[config.mk]
export PLATFORM = sky130hd
export DESIGN_NAME = rtcrc_top
export DESIGN_NICKNAME = d
export VERILOG_FILES = /design/src/verilog/rtcrc_pkg.sv /design/src/verilog/rtcrc_top.sv
export SDC_FILE = /design/constraint.sdc
export NUM_CORES = 1
export LEC_CHECK = 0
export BUFFER_PORTS_ARGS = -buffer_cell sky130_fd_sc_hd__buf_2
export CAP_MARGIN = 20
export CORE_AREA = 2 2 322 324
export DETAILED_ROUTE_END_ITERATION = 16
export DIE_AREA = 0 0 324 326
export PLACE_DENSITY = 0.49
export SLEW_MARGIN = 20
export SYNTH_ARGS = -nofsm -noshare
export SYNTH_HDL_FRONTEND = slang
export SYNTH_SLANG_ARGS = --single-unit
[constraint.sdc]
create_clock -name clk_sys_i -period 3.2 [get_ports clk_sys_i]
set_clock_uncertainty 0.2 [all_clocks]
set_input_delay 0.32 -clock clk_sys_i [delete_from_list [all_inputs] [get_ports clk_sys_i]]
set_output_delay 0.32 -clock clk_sys_i [all_outputs]
set_load 0.05 [all_outputs]
[src/verilog/rtcrc_pkg.sv]
package rtcrc_pkg;
    localparam logic [5:0] CTRL_ADDR = 6'h07;
    localparam logic [7:0] CTRL_RST = 8'h80;
    localparam int CAL_MAG_LSB = 0;
    localparam int CAL_MAG_W = 5;
    localparam int CAL_SIGN_BIT = 5;
    localparam int FREQ_TEST_BIT = 6;
    localparam int OUT_LEVEL_BIT = 7;
    localparam logic [7:0] PRESC_LAST = 8'hFF;
    localparam logic [7:0] PRESC_SPLIT = 8'h7F;
    localparam logic [6:0] TICK_LAST = 7'h7F;
    localparam logic [5:0] SEC_LAST = 6'h3B;
    localparam logic [5:0] CAL_WINDOW_MIN = 6'h3E;
    localparam logic [4:0] FT_HALF_LAST = 5'h1F;
    localparam logic [2:0] BIT_LAST = 3'h7;

    typedef enum logic [2:0] {
        ST_IDLE = 3'b000,
        ST_RX = 3'b001,
        ST_ACK = 3'b011,
        ST_TX = 3'b010,
        ST_MACK = 3'b110
    } rtcrc_state_t;

    typedef enum logic [1:0] {
        KIND_SLAVE = 2'h0,
        KIND_WORD = 2'h1,
        KIND_DATA = 2'h2
    } rtcrc_kind_t;

    typedef struct packed {
        logic [5:0] addr;
        logic [7:0] data;
    } rtcrc_wr_t;
endpackage

[src/verilog/rtcrc_top.sv]
`timescale 1ns/1ps
// Contract
// - send byte at pointer; advance on ack
// - next address follows each ack until stop
// - read without address starts at pointer
// - calibrate at divide-by-256 stage only
// - magnitude is low five control bits
// - bit five sign: one adds, zero removes
// - adding speeds up, removing slows down
// - 64-minute cycle, first 62 minutes affected
// - magnitude N corrects first 2N minutes
// - step gives +256 or -512 per cycle
// - test bit makes pin toggle 512 Hz
// - test frequency independent of calibration
// - test bit clear: pin follows level bit
// - pin is open drain
module rtcrc_top import rtcrc_pkg::*; #(
    parameter logic [6:0] SLAVE_ADDR = 7'h50, // arbitrary value
    parameter int BUF_DEPTH = 2
) (
    // clock and reset
    input wire logic clk_sys_i,
    input wire logic srst_i,
    // two-wire bus
    input wire logic scl_i,
    input wire logic sda_i,
    output logic sda_o,
    output logic sda_oe_o,
    // oscillator
    input wire logic osc_i,
    // test / level pin
    output logic test_or_level_pin_o,
    output logic test_or_level_pin_oe_o,
    // timekeeping observation
    output logic sec_pulse_o,
    output logic [5:0] word_address_o
);
    if (BUF_DEPTH != 2) begin : g_bad_depth
        $error("rtcrc_top: BUF_DEPTH must be 2");
    end

    // synchronisers
    logic [1:0] scl_sync_ff, sda_sync_ff, osc_sync_ff;
    logic scl_prev_ff, sda_prev_ff, osc_prev_ff;
    always_ff @(posedge clk_sys_i) begin
        scl_sync_ff <= {scl_sync_ff[0], scl_i};
        sda_sync_ff <= {sda_sync_ff[0], sda_i};
        osc_sync_ff <= {osc_sync_ff[0], osc_i};
        scl_prev_ff <= scl_sync_ff[1];
        sda_prev_ff <= sda_sync_ff[1];
        osc_prev_ff <= osc_sync_ff[1];
    end
    wire scl_s = scl_sync_ff[1];
    wire sda_s = sda_sync_ff[1];
    wire scl_rise = scl_s && !scl_prev_ff;
    wire scl_fall = !scl_s && scl_prev_ff;
    wire start_cond = scl_s && scl_prev_ff && !sda_s && sda_prev_ff;
    wire stop_cond = scl_s && scl_prev_ff && sda_s && !sda_prev_ff;
    wire osc_tick = osc_sync_ff[1] && !osc_prev_ff;

    // storage
    logic [7:0] mem [0:63];
    logic [7:0] ctrl_ff;
    logic [5:0] ptr_ff;
    wire [7:0] rd_data_w = (ptr_ff == CTRL_ADDR) ? ctrl_ff : mem[ptr_ff];

    // two-entry write buffer
    rtcrc_wr_t buf_ff [0:1];
    logic buf_wr_ff, buf_rd_ff;
    logic [1:0] buf_cnt_ff;
    logic push_valid;
    rtcrc_wr_t push_data;
    wire push_ready = (buf_cnt_ff != 2'h2);
    wire push = push_valid && push_ready;
    wire pop_valid = (buf_cnt_ff != 2'h0);
    wire pop_ready = !scl_fall;
    wire pop = pop_valid && pop_ready;
    rtcrc_wr_t pop_data;
    assign pop_data = buf_ff[buf_rd_ff];

    always_ff @(posedge clk_sys_i) begin
        if (srst_i) begin
            buf_wr_ff <= 1'b0;
            buf_rd_ff <= 1'b0;
            buf_cnt_ff <= 2'h0;
        end else begin
            if (push) begin
                buf_ff[buf_wr_ff] <= push_data;
                buf_wr_ff <= !buf_wr_ff;
            end
            if (pop) begin
                buf_rd_ff <= !buf_rd_ff;
            end
            buf_cnt_ff <= buf_cnt_ff + {1'b0, push} - {1'b0, pop};
        end
    end

    always_ff @(posedge clk_sys_i) begin
        if (pop) begin
            mem[pop_data.addr] <= pop_data.data;
        end
    end

    always_ff @(posedge clk_sys_i) begin
        if (srst_i) begin
            ctrl_ff <= CTRL_RST;
        end else if (pop && pop_data.addr == CTRL_ADDR) begin
            ctrl_ff <= pop_data.data;
        end
    end

    // bus slave
    rtcrc_state_t st_ff;
    rtcrc_kind_t kind_ff;
    logic [2:0] bit_ff;
    logic [7:0] sh_ff;
    logic rw_ff, sda_oe_ff, sda_o_ff;
    // the scl fall that closes a start carries no bit
    logic skip_ff;
    wire [7:0] rx_byte = sh_ff;
    wire byte_done = (bit_ff == BIT_LAST);
    wire addr_hit = (rx_byte[7:1] == SLAVE_ADDR);

    assign push_valid = scl_fall && st_ff == ST_RX && byte_done && kind_ff == KIND_DATA;
    assign push_data = '{addr: ptr_ff, data: sh_ff};

    always_ff @(posedge clk_sys_i) begin
        if (srst_i) begin
            st_ff <= ST_IDLE;
            kind_ff <= KIND_SLAVE;
            bit_ff <= 3'h0;
            sh_ff <= 8'h00;
            rw_ff <= 1'b0;
            sda_oe_ff <= 1'b0;
            sda_o_ff <= 1'b0;
            ptr_ff <= 6'h00;
            skip_ff <= 1'b0;
        end else if (start_cond) begin
            st_ff <= ST_RX;
            kind_ff <= KIND_SLAVE;
            bit_ff <= 3'h0;
            sda_oe_ff <= 1'b0;
            skip_ff <= 1'b1;
        end else if (stop_cond) begin
            st_ff <= ST_IDLE;
            sda_oe_ff <= 1'b0;
        end else if (scl_rise) begin
            case (st_ff)
                ST_RX: begin
                    sh_ff <= {sh_ff[6:0], sda_s};
                end
                ST_MACK: begin
                    if (!sda_s) begin
                        ptr_ff <= ptr_ff + 6'h01;
                    end else begin
                        st_ff <= ST_IDLE;
                    end
                end
                default: begin
                end
            endcase
        end else if (scl_fall && skip_ff) begin
            skip_ff <= 1'b0;
        end else if (scl_fall) begin
            case (st_ff)
                ST_RX: begin
                    bit_ff <= bit_ff + 3'h1;
                    if (byte_done) begin
                        case (kind_ff)
                            KIND_SLAVE: begin
                                rw_ff <= rx_byte[0];
                                st_ff <= addr_hit ? ST_ACK : ST_IDLE;
                                sda_oe_ff <= addr_hit;
                                kind_ff <= KIND_WORD;
                            end
                            KIND_WORD: begin
                                ptr_ff <= rx_byte[5:0];
                                st_ff <= ST_ACK;
                                sda_oe_ff <= 1'b1;
                                kind_ff <= KIND_DATA;
                            end
                            default: begin
                                if (push_ready) begin
                                    ptr_ff <= ptr_ff + 6'h01;
                                end
                                st_ff <= push_ready ? ST_ACK : ST_IDLE;
                                sda_oe_ff <= push_ready;
                            end
                        endcase
                    end
                end
                ST_ACK: begin
                    if (rw_ff) begin
                        st_ff <= ST_TX;
                        sh_ff <= {rd_data_w[6:0], 1'b0};
                        sda_oe_ff <= !rd_data_w[7];
                        bit_ff <= 3'h1;
                    end else begin
                        st_ff <= ST_RX;
                        sda_oe_ff <= 1'b0;
                        bit_ff <= 3'h0;
                    end
                end
                ST_TX: begin
                    if (bit_ff == 3'h0) begin
                        st_ff <= ST_MACK;
                        sda_oe_ff <= 1'b0;
                    end else begin
                        sda_oe_ff <= !sh_ff[7];
                        sh_ff <= {sh_ff[6:0], 1'b0};
                        bit_ff <= bit_ff + 3'h1;
                    end
                end
                ST_MACK: begin
                    st_ff <= ST_TX;
                    sh_ff <= {rd_data_w[6:0], 1'b0};
                    sda_oe_ff <= !rd_data_w[7];
                    bit_ff <= 3'h1;
                end
                default: begin
                    sda_oe_ff <= 1'b0;
                end
            endcase
        end
    end

    // calibrated divider
    logic [7:0] presc_ff;
    logic [6:0] tick_ff;
    logic [5:0] sec_ff, min_ff;
    logic cal_done_ff, sec_pulse_ff;
    wire [4:0] cal_mag = ctrl_ff[CAL_MAG_LSB +: CAL_MAG_W];
    wire cal_sign = ctrl_ff[CAL_SIGN_BIT];
    wire cal_minute = (min_ff < {cal_mag, 1'b0}) && (min_ff < CAL_WINDOW_MIN);
    wire cal_second = cal_minute && sec_ff == 6'h00 && !cal_done_ff;
    wire split_w = cal_second && cal_sign && presc_ff == PRESC_SPLIT;
    wire blank_w = cal_second && !cal_sign && presc_ff == PRESC_LAST;
    wire tick128 = osc_tick && (split_w || (presc_ff == PRESC_LAST && !blank_w));
    wire sec_wrap = tick128 && tick_ff == TICK_LAST;
    wire min_wrap = sec_wrap && sec_ff == SEC_LAST;

    always_ff @(posedge clk_sys_i) begin
        if (srst_i) begin
            presc_ff <= 8'h00;
            tick_ff <= 7'h00;
            sec_ff <= 6'h00;
            min_ff <= 6'h00;
            cal_done_ff <= 1'b0;
            sec_pulse_ff <= 1'b0;
        end else begin
            sec_pulse_ff <= sec_wrap;
            if (osc_tick) begin
                presc_ff <= (split_w || presc_ff == PRESC_LAST) ? 8'h00 : presc_ff + 8'h01;
            end
            if (osc_tick && (split_w || blank_w)) begin
                cal_done_ff <= 1'b1;
            end else if (min_wrap) begin
                cal_done_ff <= 1'b0;
            end
            if (tick128) begin
                tick_ff <= tick_ff + 7'h01;
            end
            if (sec_wrap) begin
                sec_ff <= (sec_ff == SEC_LAST) ? 6'h00 : sec_ff + 6'h01;
            end
            if (min_wrap) begin
                min_ff <= min_ff + 6'h01;
            end
        end
    end

    // uncalibrated test square wave and pin
    logic [4:0] ft_cnt_ff;
    logic ft_sq_ff, pin_oe_ff;
    wire freq_test_enable = ctrl_ff[FREQ_TEST_BIT];
    wire output_level_bit = ctrl_ff[OUT_LEVEL_BIT];
    always_ff @(posedge clk_sys_i) begin
        if (srst_i) begin
            ft_cnt_ff <= 5'h00;
            ft_sq_ff <= 1'b1;
            pin_oe_ff <= 1'b0;
        end else begin
            if (osc_tick) begin
                ft_cnt_ff <= ft_cnt_ff + 5'h01;
                if (ft_cnt_ff == FT_HALF_LAST) begin
                    ft_sq_ff <= !ft_sq_ff;
                end
            end
            pin_oe_ff <= freq_test_enable ? !ft_sq_ff : !output_level_bit;
        end
    end

    assign sda_o = sda_o_ff;
    assign sda_oe_o = sda_oe_ff;
    assign test_or_level_pin_o = sda_o_ff;
    assign test_or_level_pin_oe_o = pin_oe_ff;
    assign sec_pulse_o = sec_pulse_ff;
    assign word_address_o = ptr_ff;
endmodule
* Word level (Yosys, flattened, before mapping)
Memory sizes are Yosys's and may differ from the RTL's. A register that Yosys moved wholly into a read port is not among the register bits.
Index checks and enable logic that the tools add are counted.
** Storage, ports and cells
- Flip-flop bits (word level) :: 82
- Memory bits (writable) :: 540
- Input bits :: 5
- Logic and storage cells :: 210
- Memories :: 2
** Cells by class
- $add $sub $neg :: 9
- Order comparisons :: 2
- Equal/unequal tests :: 35
- Muxes and demuxes :: 58
- Bitwise logic cells :: 4
- Reduce and logical (&&, ||, !) cells :: 72
** Memories
- mem :: depth 64, width 8, rd ports 1, clocked after Yosys merged registers in 1, wr ports 1, RTL line rtcrc_top.sv:62 : logic [7:0] mem [0:63];
- buf_ff :: depth 2, width 14, rd ports 1, clocked after Yosys merged registers in 1, wr ports 1, RTL line rtcrc_top.sv:68 : rtcrc_wr_t buf_ff [0:1];
** Operator list (number)
- 6-bit 2-to-1 mux :: 11
- 8-bit 2-to-1 mux :: 8
- 1-bit logical AND :: 27
- 3-bit 2-to-1 mux :: 8
- 3-bit case mux with 4 select lines :: 2
- 8-bit case mux with 3 select lines :: 1
- 7-bit AND reduction :: 3
- 1-bit 2-to-1 mux :: 20
- 6-bit by 1-bit adder with 6-bit output, second input constant :: 3
- 2-bit inequality test, second input constant :: 8
- 8-bit AND reduction :: 2
- 1-bit logical NOT :: 15
- 7-bit == test, second input constant :: 2
- 2-bit nonzero test :: 7
- 6-bit by 3-bit == test with 1-bit output, second input constant :: 2
- 3-bit inequality test, second input constant :: 4
- 6-bit case mux with 2 select lines :: 1
- 4-bit nonzero test :: 3
- 5-bit inequality test, second input constant :: 2
- 10-bit AND reduction :: 1
- 8-bit by 1-bit adder with 8-bit output, second input constant :: 1
- 8-bit by 7-bit == test with 1-bit output, second input constant :: 1
- 8-bit == test, second input constant :: 1
- 2-bit case mux with 2 select lines :: 2
- 34 further kinds :: 45

* Longest topological paths before layout
Gate-level depths: netlist of run 1.
- Depth after elaboration :: 14
- Gate-level depth with buffers :: 11

* Least setup slack after synthesis of run 1
Ideal clock, no wire load.
- Path type :: register to register
- From :: reg st_ff[0]
- To :: mem buf_ff[1][0] (netlist bit), enable pin
- Library setup time :: 406 ps
- Arrival time :: 2171 ps
- Data required time :: 2594 ps
- Setup slack :: 423 ps
- Cell stages (with the launch flop) :: 6
- Path buffers :: 1
- Period minus slack after synthesis :: 2777 ps
- Cells stage by stage :: dfxtp_1 buf_2 nor2b_1 and3_1 nand3_1 nor3b_1
** Between the ends
- Word-level cells in the longest chain between the ends :: 8
** RTL lines
- start: declaration :: RTL line rtcrc_top.sv:113 : rtcrc_state_t st_ff;
- start signal: assignment :: RTL line rtcrc_top.sv:172 : st_ff <= addr_hit ? ST_ACK : ST_IDLE;
- start signal: assignment :: RTL line rtcrc_top.sv:186 : st_ff <= push_ready ? ST_ACK : ST_IDLE;
- 3-bit by 1-bit == test with 1-bit output :: RTL line rtcrc_top.sv:124 : assign push_valid = scl_fall && st_ff == ST_RX && byte_done && kind_ff == KIND_DATA;
- 1-bit logical AND (3 in a row) :: RTL line rtcrc_top.sv:124
- 1-bit logical AND :: RTL line rtcrc_top.sv:74 : wire push = push_valid && push_ready;
- 1-bit 2-to-1 mux :: RTL line rtcrc_top.sv:87 : if (push) begin
- 1-bit 2-to-1 mux :: RTL line rtcrc_top.sv:82 : if (srst_i) begin
- 1-bit 2-to-1 mux (implied by the code) :: RTL line rtcrc_top.sv:88 : buf_ff[buf_wr_ff] <= push_data;
- end: declaration :: RTL line rtcrc_top.sv:68
Every way passes these cells.

==> results of run 1 <==
## power groups by stage
stage               sequential, W  combinational, W  clock [W]
floorplan                 0.00954          0.000586          0
global route              0.00939           0.00121    0.00829
global placement          0.00956           0.00109          0
CTS                       0.00939           0.00113    0.00797
finish                    0.00939           0.00112    0.00778
detailed placement        0.00956           0.00112          0
## layout make-up
class                           instances  area, um^2
Clock buffer                           85        1830
Clock inverter                         41         365
Fill cell                           10100       72300
Inverter                               23        86.3
Multi-Input combinational cell        811        6950
Sequential cell                       629       18000
Tap cell                             1380        1730
Timing Repair Buffer                  168        1350
## how the worst max path moves through the flow
stage / endpoint / slack (ns) / depth (start not counted)
CTS: rx_byte[5] / 0.17 / 7
global placement: rx_byte[5] / 0.14 / 7
finish: rx_byte[4] / 0.17 / 7
floorplan: buf_ff[1][0] / 0.42 / 5
global route: rx_byte[1] / 0.06 / 9
detailed placement: rx_byte[5] / 0.19 / 7
## worst reg2reg max path: stages, from the launching register on
cell	delay [ns]
dfxtp_4	0.63
buf_12	0.26
mux4_2	0.54
nor2b_1	0.14
a211oi_1	0.45
a311oi_1	0.16
a32oi_1	0.38
o21ai_0	0.14
## cells in the final DEF (no fill, tap or decap), types with 9 or more instances in the layout
cell | Yosys | final
a211oi_1 | 14 | 14
a21oi_1 | 53 | 53
a221oi_1 | 11 | 11
a22oi_1 | 22 | 22
buf_12 | 0 | 9
buf_2 | 20 | 13
buf_4 | 15 | 142
clkbuf_1 | 26 | 14
clkbuf_16 | 0 | 71
clkinv_1 | 0 | 11
clkinv_2 | 0 | 17
dfxtp_1 | 89 | 86
edfxtp_1 | 540 | 540
ha_1 | 21 | 21
inv_1 | 23 | 23
mux2_2 | 17 | 17
mux2i_1 | 102 | 102
mux4_2 | 101 | 101
nand2_1 | 70 | 70
nand2b_1 | 12 | 12
nand3_1 | 29 | 29
nor2_1 | 139 | 139
nor2b_1 | 22 | 22
nor3_1 | 14 | 13
o21ai_0 | 29 | 29
or2_2 | 9 | 9
xnor2_1 | 9 | 9
xor2_1 | 12 | 12
## registers in the layout, summed over array words and instances (netlist names), 7 cells and up, named ones only
name / count
ctrl_ff: 8
mem: 512
buf_ff: 28
tick_ff: 7
presc_ff: 8
rx_byte: 8
## metal layers
layer / routed length [um] / GRT usage / share of wire / vias to the layer above
met4: 1240 / 0.0346 / 0.020 / 0
met3: 3100 / 0.0213 / 0.049 / 79
met2: 29700 / 0.189 / 0.47 / 329
li1: - / - / - / 6388
met5: 0 / 0 / 0 / -
met1: 29600 / 0.170 / 0.47 / 7230
## cells in the mapped netlist, drive strengths merged, types with 14 or more instances
library cell,number
mux2,17
nor2b,22
dfxtp,89
mux2i,102
nor3,14
a211oi,14
nand3,29
o21ai,31
ha,21
inv,23
nand2,70
a22oi,22
edfxtp,540
a21oi,53
nor2,141
buf,49
mux4,101
clkbuf,26
## kinds of logic after synthesis
kind of cell / count (synthesis) / synth area share
simple gates: 355 / 0.0666
flops: 629 / 0.708
xor+xnor: 21 / 0.00724
compound gates: 192 / 0.0510
buf+inv: 98 / 0.0194
mux: 220 / 0.137
fa+ha+maj: 21 / 0.0103
other cells: 1 / 0.000148
## metrics by stage
step,area [um^2],setup slack [ns]
3_3_place_gp,28100,0.144
4_1_cts,30300,0.169
5_1_grt,30300,0.0554
2_1_floorplan,25400,0.423
3_5_place_dp,28100,0.190
6_report,30300,0.172
## timing repair
item	in CTS	in global routing
hold buffers	4	0
endpoints found under the setup margin	0	0
hold endpoints to repair	8	0
buffers inserted	0	0
==> results.ini, run 1 <==
[status]
outcome=complete, no violations

[sta]
setup_viol=0
finalHoldViolCount=0
fin_setup_tns_ns=0
tightest_slew_ns=0.847
fin_crit_ns=3.03
fin_hold_ws_ns=0.137
slew_headroom=0.434
drv_slew=0
fin_crit_sh=0.946
rsz0062_at_grt=false
max_freq_mhz=330

[placement]
portBuffers=13
dp.cells=3007
gp_congestion=0.801
hpwl_um=41300

[worst_setup_path]
worstPathMaxFanout=19
ff2ff_path_depth=7
path_cells=buf_12 -> mux4_2 -> nor2b_1 -> a211oi_1 -> a311oi_1 -> a32oi_1 -> o21ai_0
crit_arrival_ns=3.31
crit_buf_inv=1
max_stage_delay_ns=0.63
r2r_end=rx_byte[4]
cp_slowest_cell=dfxtp_4
cp-end-kind=flop
path_delay_family=compound AO/OA/AOI/OAI gates
path_class=flop to flop
worstSetupStartpointType=flop
critPathRequiredTime_ns=3.48
r2r_slack_ns=0.17

[floorplan]
core-area_um2=103000
pin_count=16
row_count=118
die_x_um=324
dieArea_um2=106000
start_util=0.248
dieHeight_um=326

[hold_path]
min_path_cells=0
whs_endpoint=osc_sync_ff[1]
hold_class=flop to flop
hold_path_startpoint=osc_sync_ff[0]

[synthesis]
synthTopCellsByArea=edfxtp_1 64%, mux4_2 8.9%, dfxtp_1 7.0%, mux2i_1 4.0%, nor2_1 2.1%
yosys_warnings=0
yosys.area.top_type=edfxtp_1
synth-main-ff-cell=edfxtp_1
synth_edf_count=540
ys_ff_latch=629
yosysSeqAreaShare=0.708
synth_top_area_frac=0.638
synth_cell_types=66
async_flop_share=0
syn_area_um2=25400
netlist_instances=1537
synth.avg_cell_area_um2=16.5

[cts]
clockRootBuffer=clkbuf_16
cts.sinks=629
cts_resized=0
cts_buffer_depth=3
htree_num_levels=3
cts_made_buffers=69
clk_latency_ns=0.62
cts_tree=yes
path_clk_slew_ns=0.06

[routing]
drc_errors=0
drt-initial-drc-count=1136
firstDrtPassIters=8
vias=14000
wl_per_cell_um=20.3
via_per_inst=4.47
ant_nets=0
drt-total-wl_um=63600

[power_and_ir_drop]
p_clk_frac=0.425
power.switching_w=0.00413
swShare=0.226
power_density_nw_per_um2=603
p_leak_nw=9.41
finalPower_w=0.0183
power.internal_w=0.0142
p_seq_frac=0.514
combPwrFrac=0.061
ir_drop_mv=0.300

[run]
cap_viol_max_count=0

[final_layout]
num_antenna_cells=0
syn_to_final_growth_pct=19.3
final_cells=3137
num-nets-final=1728
final_util=0.295
drive_above_1_share=0.231

[grt]
overflow=0
grt_antenna_before_repair=0
gr-usage-all-layers=0.120
grt_pass1_vias=14200
grt_start_max_net_pins=66
grt_pass1_wl_um=94600

Power figures use the tool's default switching activity.
==> run 2: changes to the inputs <==
CELL_PAD_IN_SITES_DETAIL_PLACEMENT = 0   (was unset)
CELL_PAD_IN_SITES_GLOBAL_PLACEMENT = 1   (was unset)
CORE_AREA = 10 10 330 332   (was 2 2 322 324)
DIE_AREA = 0 0 340 342   (was 0 0 324 326)
PLACE_DENSITY = 0.53   (was 0.49)
==> run 2 against run 1 <==
Net effect:
- register-to-register slack got worse by 0.03 ns
- sequential share of layout area barely moved
- critical path type unchanged
- total power rose by 0.26%
==> results.ini, run 2 (synthesis gave the netlist of run 1 again) <==
[cts]
htree_num_levels=3
clockRootBuffer=clkbuf_16
clk_latency_ns=0.62
cts_buffer_depth=3
cts_made_buffers=70
path_clk_slew_ns=0.06
cts.sinks=629
cts_tree=yes
postCtsSetupBuffers=0

[hold_path]
whs_endpoint=scl_sync_ff[1]
hold_class=flop to flop
min_path_cells=0
hold_path_startpoint=scl_sync_ff[0]

[worst_setup_path]
crit_arrival_ns=3.32
path_class=flop to flop
ff2ff_path_depth=7
r2r_end=rx_byte[3]
cp-end-kind=flop
r2r_slack_ns=0.14
critPathRequiredTime_ns=3.47
worstSetupStartpointType=flop
worstPathMaxFanout=27

[floorplan]
row_count=118
dieHeight_um=342
die_x_um=340
core-area_um2=103000
pin_count=16
start_util=0.248
dieArea_um2=116000

[final_layout]
num-nets-final=1726
final_util=0.295
num_antenna_cells=0
seqCellArea_um2=18000
multi_input_area_um2=6960
reg_top3=mem (512), buf_ff (28)
largest_reg_flops=512
syn_to_final_growth_pct=19.2
drive_above_1_share=0.229
final_cells=3133
layout_commonest_cell=edfxtp_1
fillers=10100
max_flop_register=mem
final_cell_mix=540 x edfxtp_1, 141 x buf_4, 139 x nor2_1

[routing]
via_per_inst=4.51
ant_nets=0
drt-initial-drc-count=1114
drc_errors=0
firstDrtPassIters=5
wl_per_cell_um=21.0
vias=14100
drt-total-wl_um=65900

[grt]
grt_pass1_wl_um=97800
grt_start_max_net_pins=66
gr-usage-all-layers=0.112
use_met3=0.0232
grt_busiest_layer=met2
grt_antenna_before_repair=1
overflow=0
met2_usage=0.178
use_met1=0.151
grt_pass1_vias=14400

[sta]
max_freq_mhz=327
tightest_slew_ns=0.907
slew_headroom=0.394
setup_viol=0
fin_setup_tns_ns=0
fin_hold_ws_ns=0.129
rsz0062_at_grt=false
fin_crit_sh=0.955
drv_slew=0
finalHoldViolCount=0
fin_crit_ns=3.06

[placement]
portBuffers=13
gp_congestion=0.783
hpwl_um=42700
dp.cells=3004

[run]
cap_viol_max_count=0

[power_and_ir_drop]
swShare=0.227
power.switching_w=0.00415
power.internal_w=0.0142
p_clk_frac=0.426
p_leak_nw=9.40
ir_drop_mv=0.331
power_density_nw_per_um2=605
finalPower_w=0.0183
p_seq_frac=0.513
combPwrFrac=0.062

[status]
outcome=complete, no violations

## run 2: changes by cell type in the layout (fill, tap and decap cells not counted), sizes merged
cell      delta
inv          -3
clkbuf       +2
buf          -3
clkinvlp     +1
clkinv       +1
bufinv       -2
## run 2: worst max-delay path, stage by stage (launching register included)
cell	delay [ns]
dfxtp_4	0.68
buf_4	0.35
mux4_2	0.32
nor2b_1	0.16
a211oi_1	0.53
a311oi_1	0.13
a32oi_1	0.37
o21ai_0	0.15
## run 2: power groups by stage
stage	logic, W	registers (W)	clock network (W)
after detailed placement	0.00114	0.00957	0
after global placement	0.00111	0.00956	0
after CTS	0.00115	0.00940	0.00804
after global routing	0.00122	0.00940	0.00838
final	0.00113	0.00940	0.00780
after floorplan	0.000586	0.00954	0
## run 2: layer usage
layer | vias up | routed length [um] | share of wire
met4 | 0 | 1550 | 0.024
met2 | 352 | 30700 | 0.47
li1 | 6370 | - | -
met1 | 7309 | 30200 | 0.46
met3 | 90 | 3480 | 0.053
met5 | - | 0 | 0
## run 2: what timing repair did
item	CTS	global route
hold buffers	4	0
hold endpoints to repair	12	0
setup endpoints to repair	0	1
gates resized for setup	0	1
## run 2: final cells by class
class,count,area share
Sequential cell,629,0.594
Inverter,23,0.00285
Tap cell,1380,0.0570
Multi-Input combinational cell,811,0.230
Clock buffer,87,0.0634
Timing Repair Buffer,165,0.0430
Clock inverter,38,0.00999
## run 2: per-stage QoR
| step | cell area, um^2 | worst slack (ns) |
|---|---|---|
| after global routing | 30300 | 0.0802 |
| final | 30300 | 0.145 |
| after detailed placement | 28000 | 0.150 |
| after global placement | 28000 | 0.163 |
| after CTS | 30300 | 0.127 |
| after floorplan | 25400 | 0.423 |
## run 2: worst max path at each step
| stage | from | to | slack, ns | depth (start not counted) |
|---|---|---|---|---|
| 2_1_floorplan | st_ff[0] | buf_ff[1][0] | 0.42 | 5 |
| 3_3_place_gp | flop | rx_byte[5] | 0.16 | 7 |
| 3_5_place_dp | flop | sda_oe_o | 0.15 | 8 |
| 4_1_cts | flop | rx_byte[3] | 0.13 | 7 |
| 5_1_grt | flop | rx_byte[5] | 0.08 | 7 |
| 6_report | flop | rx_byte[3] | 0.14 | 7 |
==> run 3: changes to the inputs <==
CELL_PAD_IN_SITES_DETAIL_PLACEMENT = unset   (was 0)
CELL_PAD_IN_SITES_GLOBAL_PLACEMENT = unset   (was 1)
PLACE_DENSITY = 0.49   (was 0.53)
==> run 3 against run 2 <==
Net effect:
- clock-buffer cell count decreased by 3
- final cell count is 0.41% lower
- sequential share of layout area is 0.054 points higher
- critical path depth is 1 higher
- total power increased by 1.1%
- largest power group unchanged
- critical path type unchanged
- sequential power about the same
- via count down 0.45%
- register-to-register slack better by 0.10 ns
- setup slack improved by 0.10 ns
- fmax up 3.5%
==> results.ini, run 3 (synthesis gave the netlist of run 1 again) <==
[sta]
setup_slack_ns=0.247
fin_crit_ns=2.95
setup_viol=0
rsz0062_at_grt=false
slew_headroom=0.465
drv_slew=0
finalHoldViolCount=0
fin_crit_sh=0.923
tightest_slew_ns=0.802
max_freq_mhz=339
fin_setup_tns_ns=0

[grt]
grt_start_max_net_pins=66
grt_pass1_wl_um=93900
grt_busiest_layer=met2
grt_pass1_vias=14200
use_met3=0.0223
overflow=0
use_met1=0.141
grt_antenna_before_repair=0
gr-usage-all-layers=0.107
met2_usage=0.172

[routing]
firstDrtPassIters=5
wl_per_cell_um=20.3
drc_errors=0
drt-total-wl_um=63500
ant_nets=0
via_per_inst=4.51
drt-initial-drc-count=1009
vias=14100

[final_layout]
layout_commonest_cell=edfxtp_1
reg_top3=mem (512), buf_ff (28)
num_antenna_cells=0
fin_area_um2=30300
num-nets-final=1713
final_cell_mix=540 x edfxtp_1, 139 x nor2_1, 129 x buf_4
largest_reg_flops=512
max_flop_register=mem
final_util=0.295
syn_to_final_growth_pct=19.1
drive_above_1_share=0.224

[cts]
path_clk_slew_ns=0.06
cts_made_buffers=68
cts_resized=0
htree_num_levels=3
cts.sinks=629
cts_buffer_depth=3
clk_latency_ns=0.61
cts_hold_buf=4
postCtsSetupBuffers=0
cts_tree=yes
clockRootBuffer=clkbuf_16

[placement]
hpwl_um=41000
place_area_um2=28000
portBuffers=13
gp_congestion=0.818
dp_worst_setup_slack_ns=0.229

[floorplan]
dieHeight_um=342
pin_count=16
dieArea_um2=116000
core-area_um2=103000
start_util=0.248
die_x_um=340
row_count=118

[worst_setup_path]
crit_buf_inv=2
critPathRequiredTime_ns=3.48
path_class=flop to flop
max_stage_delay_ns=0.56
worstSetupStartpointType=flop
path_cells=buf_12 -> buf_4 -> mux4_2 -> mux2_2 -> o22ai_1 -> a211oi_1 -> a21oi_1 -> o21ai_0
crit_arrival_ns=3.23
worstPathMaxFanout=32
cp-end-kind=flop
cp_slowest_cell=dfxtp_4
path_delay_family=multiplexers

[power_and_ir_drop]
p_leak_nw=9.38
power_density_nw_per_um2=612
ir_drop_mv=0.345

[status]
outcome=complete, no violations

[hold_path]
hold_class=flop to flop

[run]
cap_viol_max_count=0

## run 3: report_power, final
group	switching [W]	leakage (nW)	total (W)	internal (W)
Clock	0.00322	1.10	0.00802	0.00480
Combinational	0.000848	2.69	0.00113	0.000278
Sequential	0.0000592	5.58	0.00939	0.00933
## run 3: layout make-up
type                    count  area (um^2)
clock buffers              84         1830
clock inverters            39          447
fillers                 10100        72300
inverters                  23         86.3
multi-input cells         811         6950
flip-flops and latches    629        18000
well taps                1380         1730
repair buffers            154         1230
## run 3: final timing paths
path	from	to	slack [ns]	cells after the start
min	sda_sync_ff[0]	sda_sync_ff[1]	0.13	0
max reg2reg	flop	rx_byte[3]	0.25	8
min reg2reg	sda_sync_ff[0]	sda_sync_ff[1]	0.13	0
max	flop	rx_byte[3]	0.25	8
## run 3: metal layers
| layer | wire length, um | share of wire | up-vias |
|---|---|---|---|
| met2 | 29800 | 0.47 | 370 |
| met3 | 3550 | 0.056 | 94 |
| li1 | - | - | 6342 |
| met5 | 0 | 0 | - |
| met4 | 1620 | 0.026 | 0 |
| met1 | 28500 | 0.45 | 7251 |
## run 3: per-stage QoR
step           power, W  hold WS [ns]  instances
2_1_floorplan    0.0101         0.110       1538
3_3_place_gp     0.0107         0.118       2993
3_5_place_dp     0.0107         0.125       2993
4_1_cts          0.0187         0.122       3120
5_1_grt          0.0192         0.143       3120
6_report         0.0185         0.135       3120
